--- src/design/cam_pkg.sv ---
// shared constants, types and helpers for the camera video port
package cam_pkg;
	localparam logic [6:0] ADDR_AS_HIGH = 7'h45;
	localparam logic [6:0] ADDR_AS_LOW = 7'h46;
	localparam logic [7:0] IDX_MODE = 8'h00;
	localparam logic [7:0] IDX_RATE = 8'h01;
	localparam logic [7:0] IDX_ZONE = 8'h02;
	localparam logic [7:0] IDX_STATUS = 8'h03;
	localparam int MODE_FMT_LSB = 0;
	localparam int MODE_OSEL = 3;
	localparam int MODE_PD = 4;
	localparam int MODE_HSP = 5;
	localparam int MODE_VSP = 6;
	localparam int RATE_LSB = 0;
	localparam int RATE_PAL = 3;
	localparam logic [2:0] FMT_QCIF = 3'h3;
	localparam logic [2:0] FMT_CCIR_A = 3'h4;
	localparam logic [2:0] FMT_CCIR_B = 3'h5;
	localparam logic [10:0] CIF_WORDS = 11'h160;
	localparam logic [10:0] QCIF_WORDS = 11'h0b0;
	localparam logic [10:0] CCIR_WORDS = 11'h580;
	localparam logic [9:0] CIF_LINES = 10'h120;
	localparam logic [9:0] QCIF_LINES = 10'h090;
	localparam logic [7:0] CHROMA_NEUTRAL = 8'h80;
	localparam logic [7:0] BLANK_Y = 8'h00;
	localparam int STRAP_W = 7;
	localparam logic [6:0] STRAP_INV_MASK = 7'h3f;
	localparam int STRAP_ZONE_LSB = 0;
	localparam int STRAP_FMT = 4;
	localparam int STRAP_OSEL = 5;
	localparam int STRAP_PD = 6;
	localparam logic [10:0] H_TOTAL_NTSC_DEF = 11'h6b4;
	localparam logic [10:0] H_TOTAL_PAL_DEF = 11'h6c0;
	localparam logic [9:0] V_TOTAL_NTSC_DEF = 10'h20d;
	localparam logic [9:0] V_TOTAL_PAL_DEF = 10'h271;
	localparam logic [10:0] H_SYNC_WORDS = 11'h040;
	localparam logic [9:0] V_SYNC_LINES = 10'h003;
	localparam logic [9:0] V_ACTIVE_START = 10'h014;

	typedef enum logic [4:0] {
		S_IDLE = 5'b00001,
		S_ADDR = 5'b00010,
		S_ACK = 5'b00100,
		S_WRITE = 5'b01000,
		S_READ = 5'b10000
	} slv_state_t;

	typedef struct packed {
		logic we;
		logic [7:0] idx;
		logic [7:0] data;
	} regwr_t;

	// frame divisor per rate step: 30, 15, 10, 7.5, 6, 5, 3, 1 fps
	function automatic logic [4:0] rate_div(input logic [2:0] step);
		logic [4:0] d;
		d = 5'h01;
		unique case (step)
			3'h0: d = 5'h01;
			3'h1: d = 5'h02;
			3'h2: d = 5'h03;
			3'h3: d = 5'h04;
			3'h4: d = 5'h05;
			3'h5: d = 5'h06;
			3'h6: d = 5'h0a;
			3'h7: d = 5'h1e;
		endcase
		return d;
	endfunction

	function automatic logic is_ccir(input logic [2:0] fmt);
		return fmt == FMT_CCIR_A || fmt == FMT_CCIR_B;
	endfunction

	function automatic logic [7:0] avg8(input logic [7:0] a, input logic [7:0] b);
		logic [8:0] s;
		s = {1'b0, a} + {1'b0, b};
		return s[8:1];
	endfunction
endpackage

--- src/design/camera_port.sv ---
// video output port, strap defaults and control registers of the camera
// How it works
// - luminance samples leave on the eight-bit luma output bus
// - inverted copy of the reference as pixel clock; receiver captures each word on its rising edge
// - active-low vertical sync marks each new frame
// - active-low horizontal sync marks each new line
// - over-range output follows the converter over-range flag
// - active line reference high only while picture data is out
// - bus address 100 0101 with select high, 100 0110 with it low
// - chip reset pin low forces all control registers to defaults
// - straps set format, output select, power down, zone; low six inverted
// - formats 352x288, 176x144 and 704x288
// - frame rate from thirty to one fps in eight steps
// - sixteen backlight zones selected through bus registers
// - runs unprogrammed at 25 fps PAL or 30 fps NTSC
// - eight-bit 4:2:2 output stream with neutral chroma
// - all video timing counts edges of the 27 MHz reference
// - one word on the bus per pixel clock period
// - power-down pin low enters power down
// - hsync polarity chosen by a control bit
// - vsync polarity chosen by a control bit
`timescale 1ns/1ps
module camera_port #(
	parameter logic [10:0] H_TOTAL_NTSC = cam_pkg::H_TOTAL_NTSC_DEF,
	parameter logic [10:0] H_TOTAL_PAL = cam_pkg::H_TOTAL_PAL_DEF,
	parameter logic [9:0] V_TOTAL_NTSC = cam_pkg::V_TOTAL_NTSC_DEF,
	parameter logic [9:0] V_TOTAL_PAL = cam_pkg::V_TOTAL_PAL_DEF,
	parameter logic PAL_DEFAULT = 1'b0
) (
	// system clock and reset
	input wire logic CLK,
	input wire logic RESETN,
	// reference clock and chip pins
	input wire logic REF_CLOCK_IN,
	input wire logic CHIP_RESET_N,
	input wire logic POWER_DOWN_PIN_N,
	input wire logic ADDR_SELECT,
	input wire logic [cam_pkg::STRAP_W-1:0] POWERUP_STRAP,
	// two-wire bus, open-drain data
	input wire logic SERIAL_CLOCK_PIN,
	input wire logic SERIAL_DATA_IN,
	output logic SERIAL_DATA_OUT,
	output logic SERIAL_DATA_OE_N,
	// converter samples
	input wire logic [7:0] ADC_DATA,
	input wire logic ADC_OVER,
	// video port
	output logic [7:0] LUMA_OUT,
	output logic PIXEL_CLK_OUT,
	output logic VSYNC_N,
	output logic HSYNC_N,
	output logic ACTIVE_LINE_REF,
	output logic ADC_OVER_RANGE,
	// control state
	output logic POWER_DOWN,
	output logic [3:0] BACKLIGHT_ZONE
);
	import cam_pkg::*;

	typedef struct packed {
		logic [7:0] mode;
		logic [7:0] rate;
		logic [7:0] zone;
		logic ref_d;
		logic [2:0] boot;
		logic [10:0] hcnt;
		logic [9:0] vcnt;
		logic [4:0] fcnt;
		logic [7:0] prev;
		logic pclk;
		logic vs_n;
		logic hs_n;
		logic active_line_ref;
		logic adc_over_range;
		logic [7:0] y;
	} cam_t;

	localparam int SYNC_W = 6 + STRAP_W;

	cam_t s;
	cam_t next_s;
	logic [SYNC_W-1:0] pins;
	logic ref_s;
	logic pin_reset_n;
	logic creset;
	logic pdpin_n;
	logic asel;
	logic scl_s;
	logic sda_s;
	logic [STRAP_W-1:0] strap_v;
	logic [6:0] own_addr;
	logic [7:0] rd_idx;
	logic [7:0] rdata;
	regwr_t wr;
	logic ref_rise;
	logic pd;
	logic [2:0] fmt;
	logic pal;
	logic vsync_polarity;
	logic hsync_polarity;
	logic [10:0] h_total;
	logic [9:0] v_total;
	logic [10:0] act_w;
	logic [9:0] act_l;
	logic vs_act;
	logic hs_act;
	logic active_line_ref_c;
	logic [7:0] luma_c;

	if (H_TOTAL_NTSC <= CCIR_WORDS + H_SYNC_WORDS || H_TOTAL_PAL <= CCIR_WORDS + H_SYNC_WORDS)
		$error("line total too short for the widest format");
	if (V_TOTAL_NTSC <= V_ACTIVE_START + CIF_LINES || V_TOTAL_PAL <= V_ACTIVE_START + CIF_LINES)
		$error("frame total too short for the active lines");

	pin_sync #(
		.W(SYNC_W)
	) u_sync (
		.clk(CLK),
		.rst_n(RESETN),
		.d({REF_CLOCK_IN, CHIP_RESET_N, POWER_DOWN_PIN_N, ADDR_SELECT,
			SERIAL_CLOCK_PIN, SERIAL_DATA_IN, POWERUP_STRAP}),
		.q(pins)
	);

	assign {ref_s, pin_reset_n, pdpin_n, asel, scl_s, sda_s} = pins[SYNC_W-1:STRAP_W];
	// hold chip reset until the straps have crossed the synchroniser
	assign creset = ~pin_reset_n | ~s.boot[2];
	assign strap_v = pins[STRAP_W-1:0] ^ STRAP_INV_MASK;
	assign own_addr = asel ? ADDR_AS_HIGH : ADDR_AS_LOW;

	twowire_slave u_slave (
		.clk(CLK),
		.rst_n(RESETN),
		.hold(creset),
		.scl(scl_s),
		.sda(sda_s),
		.sda_oe_n(SERIAL_DATA_OE_N),
		.own_addr(own_addr),
		.rdata(rdata),
		.rd_idx(rd_idx),
		.wr(wr)
	);

	assign SERIAL_DATA_OUT = 1'b0;

	assign ref_rise = ref_s & ~s.ref_d;
	assign pd = s.mode[MODE_PD] | ~pdpin_n;
	assign fmt = s.mode[MODE_FMT_LSB +: 3];
	assign pal = s.rate[RATE_PAL];
	assign vsync_polarity = s.mode[MODE_VSP];
	assign hsync_polarity = s.mode[MODE_HSP];
	assign h_total = pal ? H_TOTAL_PAL : H_TOTAL_NTSC;
	assign v_total = pal ? V_TOTAL_PAL : V_TOTAL_NTSC;

	always_comb
	begin
		act_w = CIF_WORDS;
		act_l = CIF_LINES;
		if (fmt == FMT_QCIF)
		begin
			act_w = QCIF_WORDS;
			act_l = QCIF_LINES;
		end
		else if (is_ccir(fmt))
			act_w = CCIR_WORDS;
	end

	assign vs_act = s.vcnt < V_SYNC_LINES;
	assign hs_act = s.hcnt >= h_total - H_SYNC_WORDS;
	assign active_line_ref_c = s.fcnt == 5'h00 && s.hcnt < act_w && s.vcnt >= V_ACTIVE_START
		&& s.vcnt < V_ACTIVE_START + act_l;

	always_comb
	begin
		luma_c = ADC_DATA;
		if (s.mode[MODE_OSEL])
			luma_c = ADC_DATA;
		else if (is_ccir(fmt))
			luma_c = !s.hcnt[0] ? CHROMA_NEUTRAL : (s.hcnt[1] ? avg8(s.prev, ADC_DATA) : ADC_DATA);
		else if (fmt == FMT_QCIF)
			luma_c = avg8(s.prev, ADC_DATA);
	end

	always_comb
	begin
		rdata = 8'h00;
		unique case (rd_idx)
			IDX_MODE: rdata = s.mode;
			IDX_RATE: rdata = s.rate;
			IDX_ZONE: rdata = s.zone;
			IDX_STATUS: rdata = {4'h0, pd, s.adc_over_range, s.active_line_ref, ~s.vs_n ^ vsync_polarity};
			default: rdata = 8'h00;
		endcase
	end

	always_comb
	begin
		next_s = s;
		next_s.ref_d = ref_s;
		next_s.boot = {s.boot[1:0], 1'b1};
		next_s.pclk = ~ref_s;
		if (wr.we)
		begin
			unique case (wr.idx)
				IDX_MODE: next_s.mode = wr.data;
				IDX_RATE: next_s.rate = wr.data;
				IDX_ZONE: next_s.zone = {4'h0, wr.data[3:0]};
				default: ;
			endcase
		end
		if (creset)
		begin
			next_s.mode = 8'h00;
			next_s.mode[MODE_FMT_LSB] = strap_v[STRAP_FMT];
			next_s.mode[MODE_OSEL] = strap_v[STRAP_OSEL];
			next_s.mode[MODE_PD] = strap_v[STRAP_PD];
			next_s.zone = {4'h0, strap_v[STRAP_ZONE_LSB +: 4]};
			next_s.rate = 8'h00;
			next_s.rate[RATE_PAL] = PAL_DEFAULT;
			next_s.hcnt = 11'h000;
			next_s.vcnt = 10'h000;
			next_s.fcnt = 5'h00;
			next_s.active_line_ref = 1'b0;
			next_s.y = BLANK_Y;
			next_s.vs_n = 1'b1;
			next_s.hs_n = 1'b1;
		end
		else if (pd)
		begin
			// counters hold so the frame resumes where it stopped
			next_s.active_line_ref = 1'b0;
			next_s.y = BLANK_Y;
			next_s.vs_n = ~vsync_polarity;
			next_s.hs_n = ~hsync_polarity;
		end
		else if (ref_rise)
		begin
			next_s.prev = ADC_DATA;
			next_s.adc_over_range = ADC_OVER;
			next_s.active_line_ref = active_line_ref_c;
			next_s.y = active_line_ref_c ? luma_c : BLANK_Y;
			next_s.vs_n = ~vs_act ^ vsync_polarity;
			next_s.hs_n = ~hs_act ^ hsync_polarity;
			next_s.hcnt = s.hcnt + 11'h001;
			if (s.hcnt >= h_total - 11'h001)
			begin
				next_s.hcnt = 11'h000;
				next_s.vcnt = s.vcnt + 10'h001;
				if (s.vcnt >= v_total - 10'h001)
				begin
					next_s.vcnt = 10'h000;
					next_s.fcnt = s.fcnt + 5'h01;
					if (s.fcnt + 5'h01 >= rate_div(s.rate[RATE_LSB +: 3]))
						next_s.fcnt = 5'h00;
				end
			end
		end
	end

	always_ff @(posedge CLK or negedge RESETN)
	begin
		if (!RESETN)
			s <= '{mode: 8'h01, vs_n: 1'b1, hs_n: 1'b1, default: '0};
		else
			s <= next_s;
	end

	assign LUMA_OUT = s.y;
	assign PIXEL_CLK_OUT = s.pclk;
	assign VSYNC_N = s.vs_n;
	assign HSYNC_N = s.hs_n;
	assign ACTIVE_LINE_REF = s.active_line_ref;
	assign ADC_OVER_RANGE = s.adc_over_range;
	assign POWER_DOWN = pd;
	assign BACKLIGHT_ZONE = s.zone[3:0];
endmodule

--- src/design/pin_sync.sv ---
// two-flop synchroniser for a group of pin inputs
`timescale 1ns/1ps
module pin_sync #(
	parameter int W = 1
) (
	// clock and reset
	input wire logic clk,
	input wire logic rst_n,
	// raw and synchronised levels
	input wire logic [W-1:0] d,
	output logic [W-1:0] q
);
	typedef struct packed {
		logic [W-1:0] s1;
		logic [W-1:0] s2;
	} sync_t;
	sync_t s;
	sync_t next_s;

	if (W < 1)
		$error("pin_sync width must be at least one");

	always_comb
	begin
		next_s.s1 = d;
		next_s.s2 = s.s1;
	end

	always_ff @(posedge clk or negedge rst_n)
	begin
		if (!rst_n)
			s <= '0;
		else
			s <= next_s;
	end

	assign q = s.s2;
endmodule

--- src/design/twowire_slave.sv ---
// two-wire bus slave with register index pointer
`timescale 1ns/1ps
module twowire_slave (
	// clock and reset
	input wire logic clk,
	input wire logic rst_n,
	input wire logic hold,
	// synchronised bus lines and open-drain data drive
	input wire logic scl,
	input wire logic sda,
	output logic sda_oe_n,
	// register side
	input wire logic [6:0] own_addr,
	input wire logic [7:0] rdata,
	output logic [7:0] rd_idx,
	output cam_pkg::regwr_t wr
);
	import cam_pkg::*;

	typedef struct packed {
		slv_state_t st;
		logic scl_d;
		logic sda_d;
		logic [3:0] bitc;
		logic [7:0] sh;
		logic rw;
		logic have_idx;
		logic [7:0] idx;
		logic drive;
		regwr_t wr;
	} slv_t;
	slv_t s;
	slv_t next_s;
	logic rise;
	logic fall;
	logic start;
	logic stop;

	assign rise = scl & ~s.scl_d;
	assign fall = ~scl & s.scl_d;
	assign start = scl & s.scl_d & s.sda_d & ~sda;
	assign stop = scl & s.scl_d & ~s.sda_d & sda;

	always_comb
	begin
		next_s = s;
		next_s.scl_d = scl;
		next_s.sda_d = sda;
		next_s.wr.we = 1'b0;
		if (hold || stop)
		begin
			next_s.st = S_IDLE;
			next_s.drive = 1'b0;
		end
		else if (start)
		begin
			next_s.st = S_ADDR;
			next_s.bitc = 4'h0;
			next_s.drive = 1'b0;
		end
		else if (rise)
		begin
			unique case (s.st)
				S_ADDR, S_WRITE:
				begin
					next_s.sh = {s.sh[6:0], sda};
					next_s.bitc = s.bitc + 4'h1;
				end
				S_READ:
				begin
					if (s.bitc != 4'h8)
						next_s.bitc = s.bitc + 4'h1;
					else if (sda)
						next_s.st = S_IDLE;
					else
					begin
						next_s.bitc = 4'h9;
						next_s.idx = s.idx + 8'h01;
					end
				end
				S_IDLE, S_ACK: ;
				default: next_s.st = S_IDLE;
			endcase
		end
		else if (fall)
		begin
			unique case (s.st)
				S_ADDR:
				begin
					if (s.bitc == 4'h8 && s.sh[7:1] == own_addr)
					begin
						next_s.drive = 1'b1;
						next_s.rw = s.sh[0];
						next_s.have_idx = s.have_idx & s.sh[0];
						next_s.st = S_ACK;
					end
					else if (s.bitc == 4'h8)
						next_s.st = S_IDLE;
				end
				S_WRITE:
				begin
					if (s.bitc == 4'h8)
					begin
						next_s.drive = 1'b1;
						next_s.st = S_ACK;
						if (!s.have_idx)
						begin
							next_s.idx = s.sh;
							next_s.have_idx = 1'b1;
						end
						else
						begin
							next_s.wr = '{we: 1'b1, idx: s.idx, data: s.sh};
							next_s.idx = s.idx + 8'h01;
						end
					end
				end
				S_ACK:
				begin
					next_s.bitc = 4'h0;
					next_s.st = s.rw ? S_READ : S_WRITE;
					next_s.sh = rdata;
					next_s.drive = s.rw & ~rdata[7];
				end
				S_READ:
				begin
					if (s.bitc == 4'h9)
					begin
						next_s.bitc = 4'h0;
						next_s.sh = rdata;
						next_s.drive = ~rdata[7];
					end
					else if (s.bitc == 4'h8)
						next_s.drive = 1'b0;
					else
					begin
						next_s.drive = ~s.sh[6];
						next_s.sh = {s.sh[6:0], 1'b0};
					end
				end
				S_IDLE: ;
				default: next_s.st = S_IDLE;
			endcase
		end
	end

	always_ff @(posedge clk or negedge rst_n)
	begin
		if (!rst_n)
			s <= '{st: S_IDLE, scl_d: 1'b1, sda_d: 1'b1, default: '0};
		else
			s <= next_s;
	end

	assign sda_oe_n = ~s.drive;
	assign rd_idx = s.idx;
	assign wr = s.wr;
endmodule

--- config.mk ---
export PLATFORM = sky130hd
export DESIGN_NAME = camera_port
export DESIGN_NICKNAME = d
export VERILOG_FILES = /design/src/design/cam_pkg.sv /design/src/design/camera_port.sv /design/src/design/pin_sync.sv /design/src/design/twowire_slave.sv
export SDC_FILE = /design/constraint.sdc
export NUM_CORES = 1
export LEC_CHECK = 0
export ABC_AREA = 1
export BUFFER_PORTS_ARGS = -buffer_cell sky130_fd_sc_hd__buf_2
export CELL_PAD_IN_SITES_DETAIL_PLACEMENT = 0
export CELL_PAD_IN_SITES_GLOBAL_PLACEMENT = 1
export CORE_MARGIN = 4
export CORE_UTILIZATION = 52
export CTS_BUF_LIST = sky130_fd_sc_hd__clkbuf_8
export DETAILED_ROUTE_END_ITERATION = 6
export PLACE_DENSITY_LB_ADDON = 0.1
export SETUP_SLACK_MARGIN = 0.5
export SYNTH_ARGS = -nofsm -noshare
export SYNTH_HDL_FRONTEND = slang
export SYNTH_SLANG_ARGS = --single-unit
--- constraint.sdc ---
create_clock -name CLK -period 4.36 [get_ports CLK]
set_clock_uncertainty 0.05 [all_clocks]
set_input_delay 0.654 -clock CLK [delete_from_list [all_inputs] [get_ports CLK]]
set_output_delay 0.654 -clock CLK [all_outputs]
set_load 0.03 [all_outputs]
---- Word-level counts from Yosys, hierarchy flattened ----
Memory sizes are Yosys's and may differ from the RTL's.
Index checks and enable logic that the tools add are counted.
word-level totals
  register bits ........................... 148
  ROM bits ................................ 40
  bits of input ports ..................... 24
  output and inout bits ................... 20
  logic and storage cells ................. 246
  memories ................................ 1
cells by class
  add/subtract/negate cells ............... 10
  order comparisons ....................... 8
  equal/unequal tests ..................... 37
  multiplexer cells ....................... 78
  bitwise operators ....................... 38
  reduce and logical (&&, ||, !) cells .... 45
memories
  name              depth  bits a word  read ports  clocked after memory_dff  wr ports  line           source
  (name not given)  8      5            1           0                         0         cam_pkg.sv:58  unique case (step)
operators by type and width
  kind                count
  $mux 8              20
  $mux 5              16
  $mux 17             4
  $mux 34             2
  $mux 26             2
  $mux 24             2
  $mux 40             1
  $pmux 8 s4          1
  $mux 27             1
  $eq 8x2->1 const B  3
  $mux 12             2
  $pmux 12 s2         1
  $ge 11x11->1        2
  $mux 11             2
  $not 1->1           22
  $reduce_bool 2->1   11
  $reduce_and 7->1    3
  $pmux 5 s4          1
  $mux 18             1
  $reduce_and 6->1    3
  $eq 8x1->1 const B  2
  $logic_not 8->1     2
  $mux 4              4
  $ne 4x1->1 const B  4
  60 further kinds    104

---- Logic depth before layout (Yosys ltp) ----
Gate-level depths: netlist (run 1).
  depth in word-level cells ............... 15
  gate-level depth with buffers ........... 14
  mapped depth without buffers ............ 14

---- Cells and area by module ----
From an unflattened synthesis (run 1), not the netlist that was laid out.
second synthesis, totals
  cells, all modules ...................... 1197
  area total of the unflattened synthesis .. 9076.2 um^2
modules (own cells, without submodules)
  module         instances  cells each  area each (um^2)  seq. area each (um^2)
  camera_port    1          724         5187.5            1780.5
  twowire_slave  1          447         3238.1            1179.9
  pin_sync       1          26          650.6             650.6

---- Worst setup path before layout (run 1) ----
OpenSTA, ideal clock, no wires.
  kind .................................... reg-to-reg
  from .................................... reg s[21] (netlist name)
  to ...................................... reg s[21] (netlist name)
  setup time .............................. 0.083 ns
  arrival time ............................ 1.904 ns
  required time ........................... 4.227 ns
  slack ................................... 2.323 ns
  cell stages (with the launch flop) ...... 13
  path buffers ............................ 0
  period minus slack after synthesis ...... 2.037 ns
  path through ............................ dfrtp_1 > ha_1 > nand3_1 > xor2_1 > inv_1 > ha_1 > nand2_1 > inv_1 > nand4_1 > o2111ai_1 > nor3_1 > nand3_1 > o21ai_0
between the ends
  word-level cells in the longest chain between the ends .. 8
RTL lines
  item                      line                                    source
  start: declaration        camera_port.sv:80                       cam_t s;
  start signal: assignment  camera_port.sv:265                      s <= next_s;
  $add 5x1->5 (*)           camera_port.sv:252, camera_port.sv:253
  $ge 5x5->1                camera_port.sv:253                      if (s.fcnt + 5'h01 >= rate_div(s.rate[RATE_LSB +: 3]))
  $mux 5 (*)                camera_port.sv:253
  $mux 15 (*)               camera_port.sv:249                      if (s.vcnt >= v_total - 10'h001)
  $mux 26 (*)               camera_port.sv:245                      if (s.hcnt >= h_total - 11'h001)
  $mux 34 (*)               camera_port.sv:236                      else if (ref_rise)
  $mux 34 (*)               camera_port.sv:228                      else if (pd)
  $mux 26 (*)               camera_port.sv:211                      if (creset)
Mark *: on every way between the ends. The rest lies on a longest branch, timed or not. The select of a mux whose other input is x is not followed.
A chain may end at the register's enable or synchronous reset.

---- Final worst setup path (run 1) ----
  from .................................... reg s (netlist bit fmt[0])
  to ...................................... reg s (netlist bit LUMA_OUT[2])
between the ends
  word-level cells in the longest chain between the ends .. 12
  elaborated cells between the ends (all ways) .. 20
  those cells by class .................... add/sub: 1; order compare: 2; eq/ne: 3; mux: 10; reduce/logical: 4
RTL lines
  item                                                                   line                source
  parallel branches: the longest is 8 deep, another holds $add 5x10->10  --
  $mux 8 (*)                                                             camera_port.sv:241  next_s.y = active_line_ref_c ? luma_c : BLANK_Y;
  $mux 12 (*)                                                            camera_port.sv:236
  $mux 8 (*)                                                             camera_port.sv:228
  $mux 8 (*)                                                             camera_port.sv:211
Every way passes the cells marked *. The select of a mux whose other input is x is not followed.

==> results of run 1 <==
-- Yosys cell counts, types with 6 or more instances --
| master | n |
|---|---|
| xor2_1 | 8 |
| nor2_2 | 12 |
| clkbuf_1 | 8 |
| o31ai_1 | 6 |
| o21ai_1 | 14 |
| nor3_1 | 12 |
| o21ai_2 | 19 |
| ha_1 | 47 |
| inv_2 | 17 |
| nand4_1 | 17 |
| dfstp_2 | 6 |
| o22ai_1 | 10 |
| o21ai_0 | 88 |
| o221ai_1 | 6 |
| nand2_2 | 17 |
| nand2_1 | 289 |
| nor2_1 | 82 |
| a21oi_1 | 32 |
| dfrtp_1 | 138 |
| inv_1 | 126 |
| nand3_1 | 78 |
| nor3_2 | 6 |
| buf_4 | 16 |
-- per-stage QoR --
stage / util / cells
floorplan: - / 1109
global placement: 0.556 / 1338
detailed placement: 0.556 / 1338
CTS: 0.582 / 1370
global route: 0.582 / 1370
finish: 0.582 / 1370
-- area by class of cell --
| cell class | instances | share of cell area |
|---|---|---|
| inverters | 148 | 0.0599 |
| clock inverters | 15 | 0.0200 |
| flip-flops and latches | 144 | 0.387 |
| multi-input cells | 786 | 0.454 |
| clock buffers | 17 | 0.0250 |
| repair buffers | 44 | 0.0261 |
| well taps | 216 | 0.0289 |
-- registers in the layout, summed over array words and instances, names as in the netlist, 2 cells and up --
signal / cells
s: 47
u_slave.s: 22
u_slave.wr: 17
u_sync.next_s: 13
u_sync.q: 13
LUMA_OUT: 8
u_slave.rd_idx: 8
BACKLIGHT_ZONE: 4
fmt: 3
next_s: 2
-- metal layers --
metal | GRT usage | share of wire | routed length [µm]
met5 | 0 | 0 | 0
met4 | 0.0649 | 0.017 | 355
met3 | 0.0357 | 0.041 | 841
met2 | 0.383 | 0.47 | 9760
met1 | 0.334 | 0.47 | 9700
-- critical path: cells and delay by family, from the launching register on --
kind,cells,cell delay [ps]
adder cells (fa/ha/maj),1,480
AO/OA/AOI/OAI,2,350
flip-flops,1,590
buffers and inverters,1,70
AND/OR/NAND/NOR,6,790
-- cell families (layout without fill, tap and decap cells) --
group | after synthesis | in the layout
xor+xnor | 12 | 12
fa+ha+maj | 48 | 48
other cells | 2 | 2
compound gates | 193 | 193
simple gates | 531 | 531
flops | 144 | 144
buf+inv | 179 | 224
-- path summary, 6_finish.rpt --
| kind | startpoint | endpoint | slack (ps) | cells past startpoint |
|---|---|---|---|---|
| setup / recovery | fmt[0] | LUMA_OUT[2] | 1920 | 10 |
| hold / removal | RESETN | s[26] | 230 | 1 |
| setup reg to reg | fmt[0] | LUMA_OUT[2] | 1920 | 10 |
| hold reg to reg | u_sync.next_s[9] | u_sync.q[9] | 310 | 0 |
| max in group asynchronous | RESETN | u_slave.s[41] | 3190 | 2 |
| min in group CLK | CHIP_RESET_N | u_sync.next_s[11] | 240 | 1 |
-- where the power goes --
part	switching, mW	internal (mW)	total [mW]
Clock	0.656	0.442	1.10
Combinational	0.237	0.120	0.357
Sequential	0.0532	1.40	1.45
==> flow_summary.rst, run 1 <==
.. list-table::
   :header-rows: 1

   * - Metric
     - Value
   * - Adder and majority cell fraction of the synthesized area
     - 0.0705
   * - Quantity of gates resized following cts
     - 0
   * - Leading area contributor after synthesis
     - dfrtp_1
   * - Number of vias per cell after detailed routing
     - 5.32
   * - FF/Latch Area
     - 3610 µm²
   * - Effective utilization at floorplan
     - 0.537
   * - Cell area after placement
     - 8920 µm²
   * - Post-synthesis instance total
     - 1109
   * - Die width
     - 137 µm
   * - Worst setup slack after layout
     - 1920 ps
   * - Data arrival time of the worst path
     - 2750 ps
   * - Critical path class
     - reg -> reg
   * - Static Leak
     - 4.63 nW
   * - Setup total negative slack
     - 0 ps
   * - Final net count
     - 1213
   * - Clock buffers created by TritonCTS
     - 17
   * - All-layer global routing usage
     - 0.237
   * - Root Buffer Master
     - clkbuf_8
   * - Worst-skew pair later-pin latency
     - 460 ps
   * - Post-DP HPWL
     - 15.3 mm
   * - Pin count of the biggest net entering global routing
     - 95
   * - Number of nets with antenna violations after detailed routing
     - 0
   * - Synth top area share
     - 0.400
   * - Number of warnings issued by yosys
     - 0
   * - Top cells by area in the synthesized netlist
     - dfrtp_1, nand2_1, ha_1
   * - Full die area
     - 18700 µm²
   * - Clock tree from TritonCTS
     - built
   * - CTS clk-pin slew, worst paths
     - 100 ps
   * - Total area of multi-input combinational cells
     - 4240 µm²
   * - Synthesized area per cell
     - 7.78 µm²
   * - Cell with the biggest individual delay on the critical path
     - dfstp_2
   * - Number of nets produced by synthesis
     - 1181
   * - Overflow left after global routing
     - 0
   * - Area overhead of the layout relative to synthesis
     - 8.28%
   * - Leading cell type in the layout, fill and taps excluded
     - nand2_1
   * - Number of DRC markers in iteration 0
     - 603
   * - Row Count
     - 46
   * - Antenna cells
     - 0
   * - Category of the worst setup path capture point
     - flip-flop
   * - Number of I/O pins
     - 44
   * - F_max
     - 0.409 GHz
   * - Crit-path most repeated cell
     - nand2_1
   * - Tot Pwr
     - 2.90 mW
   * - Dominant combinational cell family by area after synthesis
     - simple AND/OR/NAND/NOR gates
   * - Total number of vias
     - 7286
   * - Post-layout minimum cycle time
     - 2440 ps
   * - Count of state elements after synthesis
     - 144
   * - Initial antenna violation count
     - 0
   * - Sink count of the clock tree
     - 144
   * - Share of flip-flops with an asynchronous set or reset after synthesis
     - 1.00
   * - Result of the run
     - completed
   * - Fill cell instance count of the final layout
     - 1520
   * - Number of endpoints failing setup at the final stage
     - 0
   * - Required time of the worst setup path
     - 4660 ps
   * - Fraction of layout cells with a size suffix above 1
     - 0.150
   * - First-pass GRT wire length
     - 35.2 mm
   * - Minimum hold slack
     - 231 ps
   * - Number of pins with negative max-slew slack in the final report
     - 0
   * - Number of max-cap violations
     - 0
   * - Maximum buffer depth of the clock tree
     - 2
   * - Slew at the pin closest to its max-slew limit
     - 883 ps
   * - Final Hold Violating Endpoints
     - 0
   * - Relative slew slack
     - 0.411
   * - Part of the Yosys area used for sequential elements
     - 0.419
   * - Buffers on Ports
     - 42
   * - Synth Area in Compound Gates
     - 0.132
   * - Power per standard cell area
     - 311 nW/µm²
   * - DRC violations left
     - 0
   * - Proportion of synthesized area in mux cells
     - 0
   * - Highest-count cells in the layout ignoring fill and taps
     - nand2_1, dfrtp_1, inv_1
   * - Post-CTS Hold Fix Bufs
     - 0
   * - Overall routed net length
     - 20.7 mm
   * - Netlist area before placement
     - 8630 µm²
   * - Number of global-route vias before repair
     - 6964
   * - Largest incremental delay on the critical path
     - 590 ps
   * - Kind of start point of the critical path
     - flip-flop
   * - Worst vdd rail ir drop
     - 0.211 mV
   * - Die Ht
     - 137 µm
   * - Flip-flop cell with the highest count after synthesis
     - dfrtp_1
   * - Post-CTS setup buffer count
     - 0
   * - Routability congestion estimate
     - 0.923
   * - Simple-gate area share of the yosys netlist
     - 0.275
   * - Post-detailed-route wirelength per cell
     - 15.1 µm
   * - Crit-path cells
     - nand3_1 > ha_1 > nand2_1 > o21ai_0 > inv_1 > nand2_1 > a21oi_1 > and2_4 > nand3_1 > nand2_1
   * - Final worst-path cycle share
     - 0.560
   * - Core ar.
     - 16100 µm²
   * - Final design instance area without fill
     - 9340 µm²
   * - Unrepaired setup endpoints after global routing
     - false
   * - Count of unique library cells instantiated by Yosys
     - 52
   * - Number of synthesized flops with an enable pin
     - 0
   * - Worst hold path class
     - in -> async
   * - Length of the first detailed-routing pass in iterations
     - 5
   * - Minimum setup slack after placement
     - 1940 ps
   * - H-tree depth
     - 4
   * - XOR/XNOR Fraction of Synth Area
     - 0.0122
   * - Maximum fanout along the worst path
     - 11
No activity file was read; power rests on OpenSTA's default activity.
==> run 2: changes to the inputs <==
Settings changed: ABC_AREA 1 to 0, CORE_UTILIZATION 52 to 50.
Clock period 4.36 ns to 2.25 ns, I/O delays scaled along.
==> flow_summary.rst, run 2 <==
.. list-table::
   :header-rows: 1

   * - Metric
     - Value
   * - Highest-count cells in the layout ignoring fill and taps
     - dfrtp_1, buf_4, nand2_1
   * - Routability congestion estimate
     - 0.866
   * - Synth top area share
     - 0.434
   * - Flip-flop cell with the highest count after synthesis
     - dfrtp_1
   * - Length of the first detailed-routing pass in iterations
     - 5
   * - Number of synthesized flops with an enable pin
     - 0
   * - Number of DRC markers in iteration 0
     - 615
   * - Final Hold Violating Endpoints
     - 0
   * - Grt met2 use
     - 0.419
   * - Sink count of the clock tree
     - 144
   * - Critical path class
     - reg -> reg
   * - Buffers on Ports
     - 42
   * - Core ar.
     - 15400 µm²
   * - Power per standard cell area
     - 512 nW/µm²
   * - Full die area
     - 18000 µm²
   * - Initial antenna violation count
     - 0
   * - Area overhead of the layout relative to synthesis
     - 45.7%
   * - All-layer global routing usage
     - 0.260
   * - Number of max-cap violations
     - 0
   * - Leading cell type in the layout, fill and taps excluded
     - dfrtp_1
   * - Crit-path cells
     - inv_2 > ha_4 > nand3b_1 > buf_4 > nor4b_4 > nor4_4 > a211oi_4 > mux2i_1 > o31ai_1
   * - Final design utilization
     - 0.754
   * - Final net count
     - 1066
   * - Root Buffer Master
     - clkbuf_8
   * - Post-synthesis instance total
     - 803
   * - Final worst-path cycle share
     - 1.03
   * - Total area of multi-input combinational cells
     - 5160 µm²
   * - Required time of the worst setup path
     - 2530 ps
   * - Post-layout minimum cycle time
     - 2320 ps
   * - Clock buffers created by TritonCTS
     - 17
   * - Fraction of layout cells with a size suffix above 1
     - 0.464
   * - Worst setup path endpoint
     - u_slave.s[38]
   * - Antenna cells
     - 0
   * - Cell area after placement
     - 9260 µm²
   * - Number of I/O pins
     - 44
   * - Fill cell instance count of the final layout
     - 999
   * - Number of global-route vias before repair
     - 7107
   * - Number of nets produced by synthesis
     - 875
   * - Result of the run
     - complete, but fails checks
   * - Kind of start point of the critical path
     - flip-flop
   * - CTS clk-pin slew, worst paths
     - 90 ps
   * - Worst-skew pair later-pin latency
     - 460 ps
   * - Number of pins with negative max-slew slack in the final report
     - 0
   * - Relative slew slack
     - 0.546
   * - Number of vias per cell after detailed routing
     - 5.82
   * - Effective utilization at floorplan
     - 0.517
   * - First-pass GRT wire length
     - 37.0 mm
   * - Overall routed net length
     - 23.7 mm
   * - Most Used Layer, Global Route
     - met2
   * - Unrepaired setup endpoints after global routing
     - true
   * - Count of state elements after synthesis
     - 144
   * - Number of nets with antenna violations after detailed routing
     - 0
   * - Register-to-register path setup slack
     - -70 ps
   * - Largest incremental delay on the critical path
     - 400 ps
   * - Synthesized area per cell
     - 9.90 µm²
   * - Reg2reg end
     - u_slave.s[38]
   * - Category of the worst setup path capture point
     - flip-flop
   * - DRC violations left
     - 0
   * - Leading area contributor after synthesis
     - dfrtp_1
   * - Beginning of the critical path
     - u_slave.s[37]
   * - Count of unique library cells instantiated by Yosys
     - 70
   * - Netlist area before placement
     - 7950 µm²
   * - Cell with the biggest individual delay on the critical path
     - dfrtp_1
   * - Number of warnings issued by yosys
     - 0
   * - Startpoint of the worst-slack reg-to-reg timing path
     - u_slave.s[37]
   * - Static Leak
     - 5.14 nW
   * - Startpoint of the lowest-slack hold path
     - ADC_OVER
   * - Post-DP HPWL
     - 14.5 mm
   * - Worst hold path class
     - in -> reg
   * - Row Count
     - 45
   * - Worst vdd rail ir drop
     - 0.443 mV
   * - Slew at the pin closest to its max-slew limit
     - 678 ps
   * - Overflow left after global routing
     - 0
   * - Most used standard cells in the synthesized netlist
     - dfrtp_1, nand2_1, nor2_1
   * - Die width
     - 134 µm
   * - Maximum buffer depth of the clock tree
     - 2
   * - Biggest register
     - s
   * - Clock tree from TritonCTS
     - built
   * - Global routing usage on met1
     - 0.350
   * - Top cells by area in the synthesized netlist
     - dfrtp_1, ha_1, mux2_2
   * - Final design instance area without fill
     - 11600 µm²
   * - Part of the Yosys area used for sequential elements
     - 0.454
   * - Tot Pwr
     - 5.93 mW
   * - FF/Latch Area
     - 3620 µm²
   * - Violated checks
     - setup timing
   * - F_max
     - 0.431 GHz
   * - Number of endpoints failing setup at the final stage
     - 12
   * - Data arrival time of the worst path
     - 2600 ps
   * - Global-route met3 utilization
     - 0.0491
   * - Worst setup slack after layout
     - -69.6 ps
   * - Die Ht
     - 134 µm
   * - Post-detailed-route wirelength per cell
     - 19.5 µm
   * - Number of flip-flops under the largest register name
     - 47
   * - Minimum setup slack after placement
     - -101 ps
   * - Total number of vias
     - 7089
   * - Dominant cell by count in the synthesized netlist
     - dfrtp_1
   * - Maximum fanout along the worst path
     - 4
   * - Number of cell instances on the worst register-to-register path
     - 9
   * - H-tree depth
     - 4
   * - Pin count of the biggest net entering global routing
     - 50
   * - Share of flip-flops with an asynchronous set or reset after synthesis
     - 1.00
run 2: cell families after synthesis:
group / count (synthesis) / share of synthesized area
simple gates: 253 / 0.163
compound gates: 193 / 0.157
buf+inv: 86 / 0.0481
mux: 66 / 0.0884
other cells: 2 / 0.000944
xor+xnor: 11 / 0.0121
flops: 144 / 0.454
fa+ha+maj: 48 / 0.0765
run 2: how the worst min path moves through the flow:
stage                 endpoint  cells after the start
6_report        ADC_OVER_RANGE                      2
5_1_grt                  s[20]                      2
4_1_cts                  s[20]                      2
3_5_place_dp             s[41]                      1
3_3_place_gp             s[41]                      1
2_1_floorplan  ACTIVE_LINE_REF                      0
run 2: layout make-up:
type	instances	area share
Clock inverter	15	0.0199
Timing Repair Buffer	217	0.164
Multi-Input combinational cell	573	0.446
Inverter	41	0.0146
Tap cell	211	0.0228
Clock buffer	17	0.0202
Sequential cell	144	0.313
run 2: metal layers:
metal  vias up  routed length, µm
li1       3259                  -
met1      3534              10400
met2       240              11600
met3        56               1200
met4         0                531
met5         -                  0
run 2: through the flow:
step | TNS [ps] | cells | hold WS (ps)
final | -227 | 1218 | 88.3
after global routing | -2510 | 1218 | 52.0
after CTS | -171 | 1202 | 61.1
after detailed placement | -950 | 1082 | 218
after global placement | -784 | 1082 | 212
after floorplan | 0 | 803 | -8.09
run 2: repair_timing:
item                                    in CTS  in global routing
endpoints found under the hold margin       41                  0
pin swaps                                   51                 17
gates cloned                                 5                  0
hold buffers                                14                  0
resized for setup                          183                 53
endpoints found under the setup margin     102                102
setup buffers                               69                 16
run 2: critical path: cells and delay by family, from the launching register on:
kind / cells / cell delay [ps]
compound gates: 2 / 400
fa+ha+maj: 1 / 130
buf+inv: 2 / 300
flops: 1 / 400
mux: 1 / 280
simple gates: 3 / 630
run 2: power by group:
| group | internal (mW) | switching (mW) |
|---|---|---|
| registers | 2.68 | 0.0721 |
| clock network | 1.34 | 1.07 |
| logic | 0.374 | 0.402 |
| total | 4.39 | 1.55 |
